===== src/edc_map.svh =====
`ifndef EDC_MAP_SVH
`define EDC_MAP_SVH

// Clock period
`define EDC_CLK_NS 20

// Power-up pause, then wake-up refresh count
`define EDC_TPWR_US 200
`define EDC_PWR_CYC ((`EDC_TPWR_US * 1000) / `EDC_CLK_NS)
`define EDC_WAKE_CNT 4'h8

// Rows per refresh period; spacing rounded down
`define EDC_ROWS 1024
`define EDC_TREF_MS 16
`define EDC_REF_CYC (((`EDC_TREF_MS * 1000000) / `EDC_ROWS) / `EDC_CLK_NS)

// Longest row-strobe low time in page mode, rounded down
`define EDC_TRASP_NS 100000
`define EDC_RASP_CYC (`EDC_TRASP_NS / `EDC_CLK_NS)
// Cycles kept in reserve so a column cycle in flight can finish
`define EDC_COL_GUARD 16

// Least row-strobe low and precharge times, rounded up
`define EDC_TRAS_NS 60
`define EDC_TRAS_CYC ((`EDC_TRAS_NS + `EDC_CLK_NS - 1) / `EDC_CLK_NS)
`define EDC_TRP_NS 40
`define EDC_TRP_CYC ((`EDC_TRP_NS + `EDC_CLK_NS - 1) / `EDC_CLK_NS)

// Column hold steps for the data sample and the late write strobe, and the last step for read and read-modify-write
`define EDC_RD_STEP 3'h1
`define EDC_WE_STEP 3'h2
`define EDC_RD_LAST 3'h1
`define EDC_RMW_LAST 3'h4

// Word address split
`define EDC_ROW_MSB 19
`define EDC_ROW_LSB 10
`define EDC_COL_MSB 9

`endif


===== src/edc_pkg.sv =====
package edc_pkg;

  typedef enum logic [3:0] {
    st_pwr   = 4'b0000,
    st_idle  = 4'b0001,
    st_ras   = 4'b0010,
    st_col   = 4'b0011,
    st_cas   = 4'b0100,
    st_hold  = 4'b0101,
    st_open  = 4'b0110,
    st_close = 4'b0111,
    st_rcas  = 4'b1000,
    st_rras  = 4'b1001
  } edc_state_t;

endpackage : edc_pkg


===== src/edc_ctrl.sv =====
`timescale 1ns/1ps
`default_nettype none
`include "edc_map.svh"

// How it works
// - Wait 200 us after reset, then eight column-first refreshes before access.
// - Redo the eight-refresh wake-up whenever a full refresh period is missed.
// - Refresh one row every 781 cycles so 1,024 rows fit in 16 ms.
// - Strobes return high for precharge before each new cycle clears output.
// - Write strobe stays high throughout every read column cycle.
// - Page-mode column cycles spaced at least 25 ns apart.
// - Row strobe low at least 60 ns and below 100,000 ns.
// - Page read-write column cycle lasts at least 68 ns.
// - Late write strobe waits 77 ns after row, 32 after column, 47 after address.
// - Early write asserts write strobe before the column strobe falls.
// - Column strobe low 5 ns before row strobe, held 10 ns after.
// - Output gate low no later than row strobe falling in refresh.
// - Write strobe pulses last at least 10 ns; device releases data.
// - Lane strobes enabled by the byte enables fall together, both rise together, low well over 10 ns.
// - Write data and write strobe timing measured from write strobe fall.
module edc_ctrl #(
  parameter int unsigned PWRUP_CYC = `EDC_PWR_CYC,
  parameter int unsigned RASP_CYC  = `EDC_RASP_CYC
) (
  input  wire logic        clk,
  input  wire logic        arst_n,
  input  wire logic        req_valid,
  output logic             req_ready,
  input  wire logic        req_write,
  input  wire logic        req_rmw,
  input  wire logic [19:0] req_addr,
  input  wire logic [15:0] req_wdata,
  input  wire logic [1:0]  req_be,
  output logic             rd_valid,
  output logic [15:0]      rd_data,
  output logic             init_done,
  output logic [9:0]       dram_addr,
  output logic             row_strobe_n,
  output logic             lower_lane_column_strobe_n,
  output logic             upper_lane_column_strobe_n,
  output logic             write_strobe_n,
  output logic             output_gate_n,
  output logic [15:0]      dq_o,
  output logic             dq_oe,
  input  wire logic [15:0] dq_i
);

  localparam logic [15:0] PWR_LAST = 16'(PWRUP_CYC - 1);
  localparam logic [12:0] RAS_LIM  = 13'(RASP_CYC - `EDC_COL_GUARD);
  localparam logic [9:0]  REF_LAST = 10'(`EDC_REF_CYC - 1);
  localparam logic [10:0] DEBT_MAX = 11'(`EDC_ROWS);
  localparam logic [2:0]  TRAS_END = 3'(`EDC_TRAS_CYC - 1);
  localparam logic [2:0]  TRP_END  = 3'(`EDC_TRP_CYC - 1);

  edc_pkg::edc_state_t st_q;

  logic [15:0] pwr_cnt_q;
  logic [9:0]  ref_cnt_q;
  logic [10:0] debt_q;
  logic [3:0]  wake_q;
  logic [12:0] ras_cnt_q;
  logic [2:0]  cnt_q;
  logic [9:0]  row_q;
  logic [9:0]  col_q;
  logic [1:0]  be_q;
  logic        wr_q;
  logic        rmw_q;
  logic [15:0] wdata_q;

  logic        pwr_end;
  logic        ref_tick;
  logic        ref_done;
  logic        no_ref;
  logic        row_hit;
  logic        ras_long;
  logic [2:0]  col_last;

  assign pwr_end  = (pwr_cnt_q == PWR_LAST);
  assign ref_tick = (ref_cnt_q == REF_LAST) && (st_q != edc_pkg::st_pwr);
  assign ref_done = (st_q == edc_pkg::st_rcas);
  assign no_ref   = (debt_q == 11'h000) && (wake_q == 4'h0);
  assign row_hit  = (req_addr[`EDC_ROW_MSB:`EDC_ROW_LSB] == row_q);
  assign ras_long = (ras_cnt_q >= RAS_LIM);
  assign col_last = rmw_q ? `EDC_RMW_LAST : `EDC_RD_LAST;
  assign init_done = (st_q != edc_pkg::st_pwr) && (wake_q == 4'h0);

  // Requests taken only when no refresh is owed
  always_comb begin
    case (st_q)
      edc_pkg::st_idle: req_ready = no_ref;
      edc_pkg::st_open: req_ready = no_ref && row_hit && !ras_long;
      default:          req_ready = 1'b0;
    endcase
  end

  always_ff @(posedge clk or negedge arst_n) begin
    if (!arst_n) begin
      pwr_cnt_q <= 16'h0000;
    end else if (st_q == edc_pkg::st_pwr && !pwr_end) begin
      pwr_cnt_q <= pwr_cnt_q + 16'h0001;
    end
  end

  always_ff @(posedge clk or negedge arst_n) begin
    if (!arst_n) begin
      ref_cnt_q <= 10'h000;
    end else if (ref_tick || ref_cnt_q == REF_LAST) begin
      ref_cnt_q <= 10'h000;
    end else begin
      ref_cnt_q <= ref_cnt_q + 10'h001;
    end
  end

  // Refresh debt and wake-up count
  always_ff @(posedge clk or negedge arst_n) begin
    if (!arst_n) begin
      debt_q <= 11'h000;
      wake_q <= 4'h0;
    end else if (st_q == edc_pkg::st_pwr && pwr_end) begin
      wake_q <= `EDC_WAKE_CNT;
    end else if (debt_q == DEBT_MAX) begin
      wake_q <= `EDC_WAKE_CNT;
      debt_q <= 11'h000;
    end else if (ref_done && wake_q != 4'h0) begin
      wake_q <= wake_q - 4'h1;
      debt_q <= debt_q + {10'h000, ref_tick};
    end else begin
      case ({ref_tick, ref_done})
        2'b10:   debt_q <= debt_q + 11'h001;
        2'b01:   debt_q <= debt_q - 11'h001;
        default: debt_q <= debt_q;
      endcase
    end
  end

  always_ff @(posedge clk or negedge arst_n) begin
    if (!arst_n) begin
      ras_cnt_q <= 13'h0000;
    end else if (st_q == edc_pkg::st_ras) begin
      ras_cnt_q <= 13'h0000;
    end else if (!ras_long) begin
      ras_cnt_q <= ras_cnt_q + 13'h0001;
    end
  end

  // Request latch
  always_ff @(posedge clk or negedge arst_n) begin
    if (!arst_n) begin
      row_q   <= 10'h000;
      col_q   <= 10'h000;
      be_q    <= 2'h0;
      wr_q    <= 1'b0;
      rmw_q   <= 1'b0;
      wdata_q <= 16'h0000;
    end else if (req_valid && req_ready) begin
      row_q   <= req_addr[`EDC_ROW_MSB:`EDC_ROW_LSB];
      col_q   <= req_addr[`EDC_COL_MSB:0];
      be_q    <= req_be;
      wr_q    <= req_write && !req_rmw;
      rmw_q   <= req_rmw;
      wdata_q <= req_wdata;
    end
  end

  // Strobe sequencer
  always_ff @(posedge clk or negedge arst_n) begin
    if (!arst_n) begin
      st_q                       <= edc_pkg::st_pwr;
      cnt_q                      <= 3'h0;
      dram_addr                  <= 10'h000;
      row_strobe_n               <= 1'b1;
      lower_lane_column_strobe_n <= 1'b1;
      upper_lane_column_strobe_n <= 1'b1;
      write_strobe_n             <= 1'b1;
      output_gate_n              <= 1'b1;
      dq_o                       <= 16'h0000;
      dq_oe                      <= 1'b0;
      rd_valid                   <= 1'b0;
      rd_data                    <= 16'h0000;
    end else begin
      rd_valid <= 1'b0;
      case (st_q)
        edc_pkg::st_pwr: begin
          if (pwr_end) begin
            st_q <= edc_pkg::st_idle;
          end
        end
        edc_pkg::st_idle: begin
          if (!no_ref) begin
            // column strobes lead the row strobe
            lower_lane_column_strobe_n <= 1'b0;
            upper_lane_column_strobe_n <= 1'b0;
            // output gate low before row strobe
            output_gate_n              <= 1'b0;
            st_q                       <= edc_pkg::st_rcas;
          end else if (req_valid) begin
            // row half on the address pins
            dram_addr <= req_addr[`EDC_ROW_MSB:`EDC_ROW_LSB];
            st_q      <= edc_pkg::st_ras;
          end
        end
        edc_pkg::st_ras: begin
          row_strobe_n <= 1'b0;
          st_q         <= edc_pkg::st_col;
        end
        edc_pkg::st_col: begin
          // column half on the address pins
          dram_addr <= col_q;
          if (wr_q) begin
            // early write before the column strobe
            // outputs stay open for the cycle
            // data ready at the write strobe fall
            write_strobe_n <= 1'b0;
            dq_o           <= wdata_q;
            dq_oe          <= 1'b1;
          end else begin
            output_gate_n <= 1'b0;
          end
          st_q <= edc_pkg::st_cas;
        end
        edc_pkg::st_cas: begin
          lower_lane_column_strobe_n <= !be_q[0];
          upper_lane_column_strobe_n <= !be_q[1];
          cnt_q                      <= 3'h0;
          st_q                       <= edc_pkg::st_hold;
        end
        edc_pkg::st_hold: begin
          cnt_q <= cnt_q + 3'h1;
          if (cnt_q == `EDC_RD_STEP && !wr_q) begin
            rd_data  <= dq_i;
            rd_valid <= 1'b1;
            if (rmw_q) begin
              output_gate_n <= 1'b1;
            end
          end
          if (cnt_q == `EDC_WE_STEP && rmw_q) begin
            // late write strobe after the read
            write_strobe_n <= 1'b0;
            dq_o           <= wdata_q;
            dq_oe          <= 1'b1;
          end
          if (cnt_q == col_last) begin
            lower_lane_column_strobe_n <= 1'b1;
            upper_lane_column_strobe_n <= 1'b1;
            write_strobe_n             <= 1'b1;
            output_gate_n              <= 1'b1;
            dq_oe                      <= 1'b0;
            st_q                       <= edc_pkg::st_open;
          end
        end
        edc_pkg::st_open: begin
          if (req_valid && req_ready) begin
            st_q <= edc_pkg::st_col;
          end else if (req_valid || !no_ref || ras_long) begin
            row_strobe_n <= 1'b1;
            cnt_q        <= 3'h0;
            st_q         <= edc_pkg::st_close;
          end
        end
        edc_pkg::st_close: begin
          cnt_q <= cnt_q + 3'h1;
          if (cnt_q == TRP_END) begin
            st_q <= edc_pkg::st_idle;
          end
        end
        edc_pkg::st_rcas: begin
          row_strobe_n <= 1'b0;
          cnt_q        <= 3'h0;
          st_q         <= edc_pkg::st_rras;
        end
        edc_pkg::st_rras: begin
          cnt_q <= cnt_q + 3'h1;
          if (cnt_q == 3'h0) begin
            lower_lane_column_strobe_n <= 1'b1;
            upper_lane_column_strobe_n <= 1'b1;
            output_gate_n              <= 1'b1;
          end
          if (cnt_q == TRAS_END) begin
            row_strobe_n <= 1'b1;
            cnt_q        <= 3'h0;
            st_q         <= edc_pkg::st_close;
          end
        end
        default: begin
          st_q <= edc_pkg::st_idle;
        end
      endcase
    end
  end

endmodule : edc_ctrl

`default_nettype wire


===== config.mk =====
export PLATFORM = sky130hd
export DESIGN_NAME = edc_ctrl
export DESIGN_NICKNAME = d
export VERILOG_FILES = /design/src/edc_pkg.sv /design/src/edc_ctrl.sv
export VERILOG_INCLUDE_DIRS = /design/src
export SDC_FILE = /design/constraint.sdc
export NUM_CORES = 1
export LEC_CHECK = 0
export ABC_AREA = 1
export BUFFER_PORTS_ARGS = -buffer_cell sky130_fd_sc_hd__buf_2
export CORE_MARGIN = 3
export CORE_UTILIZATION = 50
export CTS_BUF_LIST = sky130_fd_sc_hd__clkbuf_8
export DETAILED_ROUTE_END_ITERATION = 10
export PLACE_DENSITY = 0.71
export SETUP_SLACK_MARGIN = 0.5
export SYNTH_ARGS = -nofsm -noshare
export SYNTH_HDL_FRONTEND = slang
export SYNTH_SLANG_ARGS = --single-unit

===== constraint.sdc =====
create_clock -name clk -period 3.44 [get_ports clk]
set_clock_uncertainty 0.2 [all_clocks]
set_input_delay 0.344 -clock clk [delete_from_list [all_inputs] [get_ports clk]]
set_output_delay 0.344 -clock clk [all_outputs]
set_load 0.005 [all_outputs]

==> results.json, run 1 <==
{
  "holdWs_ns": 0.1070,
  "fmax_mhz": 362.2,
  "grt_use_total_pct": 22.03,
  "post-route-util_pct": 64.02,
  "root_buffer": "clkbuf_8",
  "ys_types": 44,
  "syn_area_mm2": 0.007555,
  "maxSlewViolCount": 0,
  "clock_sinks": 150,
  "fin_total_pwr_mw": 6.069,
  "cp_cell_sequence": "inv_1 -> ha_1 -> nand3_1 -> nor3_1 -> nand2_1 -> nor2_1 -> nand3_1 -> nand2_2 -> buf_2",
  "status": "finished, final reports clean",
  "die_x_um": 128.9,
  "drc_errors": 0,
  "firstDrtPassIters": 5,
  "crit_path_top_delay_cell": "dfrtp_1",
  "power_density_mw_per_mm2": 647.3,
  "cts_made_buffers": 17,
  "syn_inst": 932,
  "critPathLaunch": "wake_q[0]$_DFFE_PN0P_",
  "htree_levels": 4,
  "r2r_start": "ref_cnt_q[1]$_DFF_PN0_",
  "fin_setup_tns_ns": 0,
  "final_cell_mix": "326 x nand2_1, 145 x dfrtp_1, 108 x buf_2, 90 x inv_1, 77 x nor2_1",
  "clock_latency_ns": 0.44,
  "fill_cells": 1211,
  "leakagePower_nw": 4.853,
  "synth_seq_cells": 150,
  "worst_pin_slew_ns": 0.8482,
  "drtIter0Drc": 444,
  "hold_viol": 0,
  "synth_flop_cell": "dfrtp_1",
  "start_util_pct": 51.59,
  "r2r_setup_slack_ns": 0.73,
  "hold_class": "in2reg",
  "die_area_mm2": 0.01662,
  "cts_buffer_depth": 2,
  "fin_crit_ns": 2.761,
  "area_growth_pct": 24.10,
  "maxCapViolations": 0,
  "r2r_cells": 20,
  "cp.arrival_ns": 2.22,
  "antenna_left": 0,
  "yosysSeqAreaShare_pct": 49.77,
  "yosysWarnings": 0,
  "pin_count": 110,
  "start_kind": "register",
  "cp_max_fo": 4,
  "fin_nets": 1185,
  "synth_edf_count": 0,
  "drive_gt1_share_pct": 18.24,
  "cp-end-kind": "primary output",
  "cts_tree": "yes",
  "hold_path_startpoint": "req_valid",
  "gp_congestion": 0.8652,
  "wl_um": 17640,
  "grt_overflow_total": 0,
  "num_rows": 44,
  "viasPerCell": 5.059,
  "dp_hpwl_um": 11960,
  "critPathCapture": "req_ready",
  "core_area_mm2": 0.01464,
  "syn_area_per_cell_um2": 8.106,
  "slew_headroom_pct": 43.45,
  "finalCritPeriodShare_pct": 80.25,
  "portBuffers": 109,
  "rr_endpoint": "debt_q[8]$_DFFE_PN0P_",
  "grt_pass1_vias": 6317,
  "async_reset_ff_share_pct": 100.0,
  "grt_pass1_wl_um": 29570,
  "synth_nets": 1005,
  "chipHeight_um": 128.9,
  "grt_max_degree": 94,
  "placed_area_mm2": 0.008335,
  "final_common_cell": "nand2_1",
  "peakVddDrop_mv": 0.4415,
  "setup_viol": 0,
  "grt_antenna_before_repair": 1,
  "rsz0062_at_grt": "false",
  "critPathRequiredTime_ns": 2.90,
  "vias": 6622,
  "finalInstanceArea_mm2": 0.009375,
  "clk_pin_slew_worst_paths_ns": 0.08,
  "slowest_delay_ns": 0.37,
  "path_class": "reg2out",
  "wire_per_inst_um": 13.48,
  "cpMostUsedCell": "nand3_1"
}
## report_power, final
group | switching [mW] | leakage [nW] | internal (mW) | total, mW
combinational | 1.16 | 2.78 | 0.843 | 2.00
sequential | 0.348 | 1.89 | 2.36 | 2.71
clock | 0.689 | 0.192 | 0.669 | 1.36
total | 2.19 | 4.85 | 3.88 | 6.07
## cells by family (layout without fill, tap and decap cells)
logic type,count (synthesis),after routing,synth area share [%]
mux,18,18,2.683
xor+xnor,34,34,3.942
flops,150,150,49.77
simple gates,523,523,29.03
other cells,0,1,0
compound gates,74,74,5.797
fa+ha+maj,14,14,2.319
buf+inv,119,311,6.459
## synthesized netlist by cell type, types with 14 or more instances
cell	number	area share [%]
nor3_1	18	1.2
inv_1	92	4.6
nand4_1	14	1.2
o21ai_0	25	1.7
nand3_1	59	3.9
a21oi_1	20	1.3
dfrtp_1	145	48
ha_1	14	2.3
xor2_1	16	1.9
xnor2_1	18	2.1
nor2_1	77	3.8
nand2_1	328	16
## routing by layer
layer	global-route usage, %	vias up	part of all wire, %	routed length, µm
met5	0	-	0	0
met4	9.141	0	2.5	446
met3	4.815	46	4.1	718
met2	34.88	173	49	8591
met1	29.50	3086	45	7885
li1	-	3317	-	-
## worst min path at each step
stage | endpoint | slack, ns | cells after the start
floorplan | be_q[0]$_DFFE_PN0P_ | -0.15 | 0
global placement | rd_data[2]$_DFFE_PN0P_ | 0.26 | 2
detailed placement | rd_data[2]$_DFFE_PN0P_ | 0.26 | 2
CTS | st_q[1]$_DFFE_PN0P_ | 0.07 | 4
global route | st_q[1]$_DFFE_PN0P_ | 0.10 | 4
finish | st_q[1]$_DFFE_PN0P_ | 0.11 | 4
## critical path: cells and delay by family (launching register included)
kind / cells / cell delay, ns
buffers and inverters: 2 / 0.24
adder cells (fa/ha/maj): 1 / 0.19
AND/OR/NAND/NOR: 6 / 0.96
flip-flops: 1 / 0.37
## flip-flops by register name, indices dropped and copies added, names as in the netlist, 2 cells and up
register,count
dram_addr,10
st_q,4
wdata_q,16
pwr_cnt_q,16
ref_cnt_q,10
rd_data,16
ras_cnt_q,13
dq_o,16
debt_q,11
wake_q,4
row_q,10
cnt_q,3
be_q,2
col_q,10
## per-stage QoR
stage,std cells,worst slack (ns)
CTS,1306,0.5268
global placement,1218,0.4122
finish,1309,0.6794
detailed placement,1218,0.3398
global route,1309,0.4986
floorplan,932,0.5926
## layout make-up
cell class / instances / area [µm²] / share of cell area [%]
flip-flops and latches: 150 / 3760 / 40.10
clock buffers: 18 / 247.7 / 2.642
multi-input cells: 663 / 3358 / 35.82
well taps: 184 / 230.2 / 2.456
inverters: 101 / 379.1 / 4.044
diodes: 1 / 2.502 / 0.02669
repair buffers: 179 / 1249 / 13.32
clock inverters: 13 / 148.9 / 1.588
## repair_timing
action,in CTS,in global routing
hold endpoints to repair,150,0
hold buffers,57,0
resized for setup,3,10
setup buffers,0,2
endpoints found under the setup margin,8,8
pin swaps,0,2
Note: power is estimated with default switching activity, not from simulation.
==> inputs of run 2 (changes only) <==
==> constraint.sdc (replaced) <==
create_clock -name clk -period 2.56 [get_ports clk]
set_clock_uncertainty 0.2 [all_clocks]
set_input_delay 0.256 -clock clk [delete_from_list [all_inputs] [get_ports clk]]
set_output_delay 0.256 -clock clk [all_outputs]
set_load 0.005 [all_outputs]
==> results.json, run 2 (same netlist as run 1, synthesis figures left out) <==
{
  "cpMostUsedCell": "nand2_1",
  "placed_area_mm2": 0.008647,
  "cp-end-kind": "register",
  "r2r_cells": 16,
  "critPathCapture": "debt_q[10]$_DFFE_PN0P_",
  "cts_tree": "yes",
  "htree_levels": 4,
  "rr_endpoint": "debt_q[10]$_DFFE_PN0P_",
  "clock_latency_ns": 0.50,
  "cp.arrival_ns": 2.94,
  "die_area_mm2": 0.01662,
  "cp_cell_sequence": "nor4_2 -> nand3_2 -> or2_4 -> ha_4 -> nand2_4 -> inv_4 -> ha_4 -> a21oi_2 -> nor2_1 -> a21oi_1 -> nand2_1 -> inv_2 -> nand2_2 -> nand2_1 -> nand3_1 -> nand2_1",
  "cpLargestDelayFamily": "simple AND/OR/NAND/NOR gates",
  "antenna_left": 0,
  "cts_made_buffers": 17,
  "maxCapViolations": 0,
  "firstDrtPassIters": 7,
  "num_rows": 44,
  "cts_buffer_depth": 2,
  "path_class": "reg2reg",
  "hold_viol": 0,
  "pin_count": 110,
  "clockPowerShare_pct": 18.8,
  "final_common_cell": "nand2_1",
  "critPathRequiredTime_ns": 2.80,
  "setup_viol": 21,
  "fin_crit_ns": 2.710,
  "grt_overflow_total": 0,
  "r2r_setup_slack_ns": -0.15,
  "grt_max_degree": 50,
  "fin_nets": 1301,
  "crit_buf_inv": 2,
  "finalCritPeriodShare_pct": 105.9,
  "switching_share_pct": 42.07,
  "drive_gt1_share_pct": 43.84,
  "p_comb_share_pct": 46.3,
  "power.internal_mw": 6.565,
  "final_cell_mix": "203 x nand2_1, 141 x dfrtp_1, 107 x buf_2, 85 x buf_4, 80 x nand2_2",
  "start_kind": "register",
  "leakagePower_nw": 5.950,
  "drc_errors": 0,
  "chipHeight_um": 128.9,
  "hold_class": "in2async",
  "maxSlewViolCount": 0,
  "vias": 8444,
  "die_x_um": 128.9,
  "grt_antenna_before_repair": 1,
  "slew_headroom_pct": 64.27,
  "fin_total_pwr_mw": 11.33,
  "cp_max_fo": 5,
  "wl_um": 31350,
  "worst_pin_slew_ns": 0.5318,
  "gp_congestion": 0.8889,
  "peakVddDrop_mv": 0.8114,
  "fin_setup_tns_ns": -1.814,
  "grt_use_total_pct": 27.73,
  "pwr-share-seq_pct": 34.9,
  "critPathLaunch": "ref_cnt_q[4]$_DFF_PN0_",
  "rsz0062_at_grt": "true",
  "post-route-util_pct": 81.49,
  "start_util_pct": 51.59,
  "status": "finished, violations left",
  "portBuffers": 109,
  "clock_sinks": 150,
  "r2r_start": "ref_cnt_q[4]$_DFF_PN0_",
  "grt_pass1_vias": 7454,
  "switching_power_mw": 4.768,
  "drtIter0Drc": 806,
  "clk_pin_slew_worst_paths_ns": 0.10,
  "viasPerCell": 5.921,
  "path_depth": 16,
  "crit_path_top_delay_cell": "dfrtp_1",
  "slowest_delay_ns": 0.42,
  "core_area_mm2": 0.01464,
  "root_buffer": "clkbuf_8",
  "fill_cells": 719,
  "grt_pass1_wl_um": 36450,
  "finalInstanceArea_mm2": 0.01193,
  "dp_hpwl_um": 12490,
  "power_density_mw_per_mm2": 949.8,
  "wire_per_inst_um": 21.98,
  "area_growth_pct": 57.95,
  "setup_slack_ns": -0.1498,
  "fmax_mhz": 369.0,
  "violations": "negative setup slack",
  "pre_cts_ws_ns": -0.06850
}
## run 2: final cells by class
type                    instances  area (µm²)  share of cell area, %
flip-flops and latches        150        3765                  31.55
clock inverters                15       206.4                  1.730
multi-input cells             663        4511                  37.80
diodes                          1       2.502                0.02097
repair buffers                295        2560                  21.45
clock buffers                  17       234.0                  1.961
inverters                     101       424.2                  3.555
well taps                     184       230.2                  1.929
## run 2: how the worst min path moves through the flow
| stage | to | slack [ns] | cells after the start |
|---|---|---|---|
| after detailed placement | wake_q[3]$_DFFE_PN0P_ | 0.03 | 1 |
| after floorplan | be_q[0]$_DFFE_PN0P_ | -0.24 | 0 |
| final | wake_q[3]$_DFFE_PN0P_ | 0.07 | 2 |
| after global routing | dram_addr[8]$_DFFE_PN0P_ | 0.10 | 2 |
| after CTS | st_q[1]$_DFFE_PN0P_ | 0.06 | 4 |
| after global placement | wake_q[3]$_DFFE_PN0P_ | 0.03 | 1 |
## run 2: per-stage QoR
step	hold slack, ns	cells
floorplan	-0.2396	932
global placement	0.03110	1246
detailed placement	0.03423	1246
CTS	0.06220	1378
global route	0.1047	1425
finish	0.07211	1426
## run 2: routing by layer
metal / GRT usage [%] / wire length (µm) / vias up
li1: - / - / 3573
met1: 34.61 / 10800 / 4023
met2: 46.74 / 15570 / 635
met4: 10.44 / 2230 / 0
met5: 0 / 0 / -
met3: 6.766 / 2744 / 213
## run 2: repair_timing
action,4_1_cts,5_1_grt
setup endpoints to repair,92,116
gates cloned,10,3
hold buffers,57,0
pin swaps,75,81
hold endpoints to repair,201,0
setup buffers,33,44
gates resized for setup,154,218
## run 2: worst register-to-register path: stages (launching register included)
cell	delay [ns]
dfrtp_1	0.42
nor4_2	0.31
nand3_2	0.12
or2_4	0.26
ha_4	0.19
nand2_4	0.10
inv_4	0.05
ha_4	0.27
a21oi_2	0.12
nor2_1	0.06
a21oi_1	0.12
nand2_1	0.10
inv_2	0.09
nand2_2	0.06
nand2_1	0.06
nand3_1	0.07
nand2_1	0.07
## run 2: power by group through the flow
stage          clock network, mW  registers, mW  logic (mW)
3_5_place_dp                   0           3.66        2.69
4_1_cts                     2.06           3.67        3.63
6_report                    2.13           3.96        5.25
2_1_floorplan                  0           3.64        1.68
3_3_place_gp                   0           3.65        2.64
5_1_grt                     2.22           3.98        5.49
==> inputs of run 3 (changes only) <==
--- a/config.mk
+++ b/config.mk
@@ -12,7 +12,7 @@
 export CORE_UTILIZATION = 50
 export CTS_BUF_LIST = sky130_fd_sc_hd__clkbuf_8
 export DETAILED_ROUTE_END_ITERATION = 10
-export PLACE_DENSITY = 0.71
+export PLACE_DENSITY = 0.81
 export SETUP_SLACK_MARGIN = 0.5
 export SYNTH_ARGS = -nofsm -noshare
 export SYNTH_HDL_FRONTEND = slang
==> results.json, run 3 <==
{
  "status": "did not finish",
  "cts_buffer_depth": 2,
  "syn_inst": 932,
  "die_x_um": 128.9,
  "synth_commonest_cells": "328 x nand2_1, 145 x dfrtp_1, 92 x inv_1",
  "grt_overflow_total": 14,
  "worstEpCategory": "sequential cell input",
  "synth_most_common_cell": "nand2_1",
  "yosysWarnings": 0,
  "clock_sinks": 150,
  "cts_made_buffers": 17,
  "htree_levels": 4,
  "synth_flop_cell": "dfrtp_1",
  "portBuffers": 109,
  "chipHeight_um": 128.9,
  "gp_congestion": 0.9075,
  "grt_max_degree": 56,
  "stop_error": "[ERROR GRT-0232] Routing congestion too high. Check the congestion heatmap in the GUI.",
  "dp_hpwl_um": 12430,
  "stop_stage": "global routing",
  "grt_use_total_pct": 57.18,
  "pin_count": 110,
  "synth_edf_count": 0,
  "syn_area_mm2": 0.007555,
  "synth_top_area_share_pct": 48.03,
  "ys_types": 44,
  "start_util_pct": 51.59,
  "yosys.area.top_type": "dfrtp_1",
  "syn_area_per_cell_um2": 8.106,
  "grt-worst-endpoint": "debt_q[10]$_DFFE_PN0P_/D",
  "num_rows": 44,
  "synth_seq_cells": 150,
  "synth.area.top_cells": "dfrtp_1 48%, nand2_1 16%, inv_1 4.6%, nand3_1 3.9%, nor2_1 3.8%",
  "root_buffer": "clkbuf_8",
  "synth_nets": 1005,
  "yosysSeqAreaShare_pct": 49.77,
  "async_reset_ff_share_pct": 100.0
}
[run 3: stage by stage]
stage	hold WS [ns]	setup TNS [ns]	instances	area, µm²	setup WS, ns
floorplan	-0.2396	-0.006438	932	7666	-0.006438
global placement	0.03277	0	1237	8579	0.0009570
detailed placement	0.03464	-0.2219	1237	8579	-0.06176
CTS	0.09889	0	1415	11070	0.02204
[run 3: what timing repair did]
item / 4_1_cts
hold buffers: 58
setup endpoints to repair: 93
resized for setup: 164
buffers inserted: 72
pin swaps: 64
gates cloned: 16
endpoints found under the hold margin: 211
[run 3: layer usage]
metal / overflow / track usage [%]
met5: 0 / 5.882
met4: 7 / 56.76
met3: 0 / 38.23
met2: 7 / 76.86
met1: 0 / 56.97
[run 3: cells by family after synthesis]
family | Yosys count | synth area share, %
adders and majority gates | 14 | 2.319
DFF | 150 | 49.77
and+or+nand+nor | 523 | 29.03
AOI/OAI and AO/OA | 74 | 5.797
xor gates and xnor gates | 34 | 3.942
buffers and inverters | 119 | 6.459
muxes | 18 | 2.683
==> inputs of run 4 (changes only) <==
--- a/config.mk
+++ b/config.mk
@@ -9,11 +9,9 @@
 export ABC_AREA = 1
 export BUFFER_PORTS_ARGS = -buffer_cell sky130_fd_sc_hd__buf_2
 export CORE_MARGIN = 3
-export CORE_UTILIZATION = 50
-export CTS_BUF_LIST = sky130_fd_sc_hd__clkbuf_8
+export CORE_UTILIZATION = 35
 export DETAILED_ROUTE_END_ITERATION = 10
-export PLACE_DENSITY = 0.81
-export SETUP_SLACK_MARGIN = 0.5
+export PLACE_DENSITY_LB_ADDON = 0.15
 export SYNTH_ARGS = -nofsm -noshare
 export SYNTH_HDL_FRONTEND = slang
 export SYNTH_SLANG_ARGS = --single-unit
==> results.json, run 4 (same netlist as run 1, synthesis figures left out) <==
{
  "status": "finished, violations left",
  "violations": "negative setup slack",
  "portBuffers": 109,
  "drtIter0Drc": 283,
  "start_kind": "register",
  "fill_cells": 2033,
  "clock_latency_ns": 0.43,
  "cp.arrival_ns": 2.70,
  "worst_pin_slew_ns": 0.4900,
  "dp_hpwl_um": 13090,
  "maxSlewViolCount": 0,
  "cts_made_buffers": 17,
  "core_area_mm2": 0.02109,
  "grt_pass1_vias": 6827,
  "grt_pass1_wl_um": 33150,
  "final_common_cell": "nand2_1",
  "holdWs_ns": 0.05062,
  "rr_endpoint": "debt_q[10]$_DFFE_PN0P_",
  "antenna_left": 0,
  "cts_buffer_depth": 2,
  "hold_end": "st_q[1]$_DFFE_PN0P_",
  "fin_total_pwr_mw": 9.028,
  "post-route-util_pct": 49.20,
  "pre_cts_ws_ns": -0.1562,
  "vias": 6742,
  "fmax_mhz": 386.7,
  "grt_antenna_before_repair": 0,
  "pin_count": 110,
  "firstDrtPassIters": 5,
  "holdPathStages": 4,
  "maxCapViolations": 0,
  "hold_class": "in2reg",
  "leakagePower_nw": 5.268,
  "grt_use_total_pct": 16.99,
  "viasPerCell": 4.630,
  "finalCritPeriodShare_pct": 101.0,
  "cp_max_fo": 11,
  "area_growth_pct": 37.35,
  "peakVddDrop_mv": 0.5173,
  "r2r_start": "ref_cnt_q[2]$_DFF_PN0_",
  "cts_tree": "yes",
  "setup_slack_ns": -0.02578,
  "root_buffer": "clkbuf_16",
  "grt_max_degree": 43,
  "hold_viol": 0,
  "fin_crit_ns": 2.586,
  "cpMostUsedCell": "nand2_1",
  "wire_per_inst_um": 13.21,
  "die_area_mm2": 0.02338,
  "crit_path_top_delay_cell": "dfrtp_1",
  "r2r_cells": 16,
  "drc_errors": 0,
  "hold_path_startpoint": "req_valid",
  "start_util_pct": 35.83,
  "drive_gt1_share_pct": 25.15,
  "fin_nets": 1242,
  "grt_overflow_total": 0,
  "path_class": "reg2reg",
  "clk_pin_slew_worst_paths_ns": 0.07,
  "slew_headroom_pct": 67.08,
  "r2r_setup_slack_ns": -0.03,
  "die_x_um": 152.9,
  "cp-end-kind": "register",
  "clock_sinks": 150,
  "slowest_delay_ns": 0.36,
  "setup_viol": 1,
  "num_rows": 53,
  "diodes": 0,
  "cp_cell_sequence": "inv_2 -> nor4_4 -> nand3_2 -> or2_4 -> ha_4 -> nand2_8 -> buf_8 -> nand2_1 -> nand2_2 -> nand2_1 -> nor2_1 -> nand3_2 -> nand2_1 -> nand2_1 -> nand3_1 -> nand2_1",
  "chipHeight_um": 152.9,
  "rsz0062_at_grt": "true",
  "power_density_mw_per_mm2": 870.1,
  "htree_levels": 4,
  "gp_congestion": 0.8755,
  "critPathRequiredTime_ns": 2.67,
  "wl_um": 19230,
  "final_cell_mix": "316 x nand2_1, 145 x dfrtp_1, 108 x buf_2, 86 x inv_1, 72 x nor2_1"
}
[run 4: worst max-delay path by stage]
stage	from	to	slack [ns]	cells past startpoint
after floorplan	ref_cnt_q[1]$_DFF_PN0_	debt_q[10]$_DFFE_PN0P_	-0.007	20
after global placement	ref_cnt_q[6]$_DFF_PN0_	debt_q[8]$_DFFE_PN0P_	-0.09	17
after detailed placement	ref_cnt_q[6]$_DFF_PN0_	debt_q[8]$_DFFE_PN0P_	-0.16	17
after CTS	ref_cnt_q[2]$_DFF_PN0_	debt_q[10]$_DFFE_PN0P_	-0.02	17
after global routing	ref_cnt_q[1]$_DFF_PN0_	debt_q[10]$_DFFE_PN0P_	-0.19	18
final	ref_cnt_q[2]$_DFF_PN0_	debt_q[10]$_DFFE_PN0P_	-0.03	16
[run 4: where the power goes]
| part | switching (mW) | internal (mW) |
|---|---|---|
| combinational | 1.56 | 1.22 |
| clock | 1.13 | 1.48 |
| sequential | 0.449 | 3.18 |
| total | 3.14 | 5.89 |
[run 4: area by class of cell]
cell class,count,area (µm²),share of cell area (%)
flip-flops and latches,150,3760,36.24
multi-input cells,663,3568,34.39
repair buffers,236,1718,16.56
clock buffers,17,425.4,4.100
inverters,101,384.1,3.702
well taps,275,344.1,3.316
clock inverters,14,176.4,1.700
[run 4: critical path: cells and delay by family (launching register included)]
kind / cells / cell delay [ns]
AND/OR/NAND/NOR: 13 / 1.54
flip-flops: 1 / 0.36
buffers and inverters: 2 / 0.20
adder cells (fa/ha/maj): 1 / 0.19
[run 4: per-layer routing]
metal  wire length [µm]  track usage, %  up-vias
met5                  0               0        -
met4                354           5.176        0
met3                886           4.558       32
met2               9169           28.24      148
met1               8819           21.79     3124
li1                   -               -     3438
[run 4: repair_timing]
item / CTS / global route
hold buffers: 57 / 0
gates resized for setup: 17 / 33
endpoints found under the hold margin: 212 / 0
pin swaps: 18 / 9
setup buffers: 12 / 8
setup endpoints to repair: 9 / 25
gates cloned: 0 / 0
[run 4: metrics by stage]
step,TNS [ns],instances,instance area (µm²)
3_3_place_gp,-0.2978,1348,8843
3_5_place_dp,-0.8400,1348,8843
5_1_grt,-1.066,1456,10380
6_report,-0.02578,1456,10380
4_1_cts,-0.07303,1448,10170
2_1_floorplan,-0.006989,932,7629
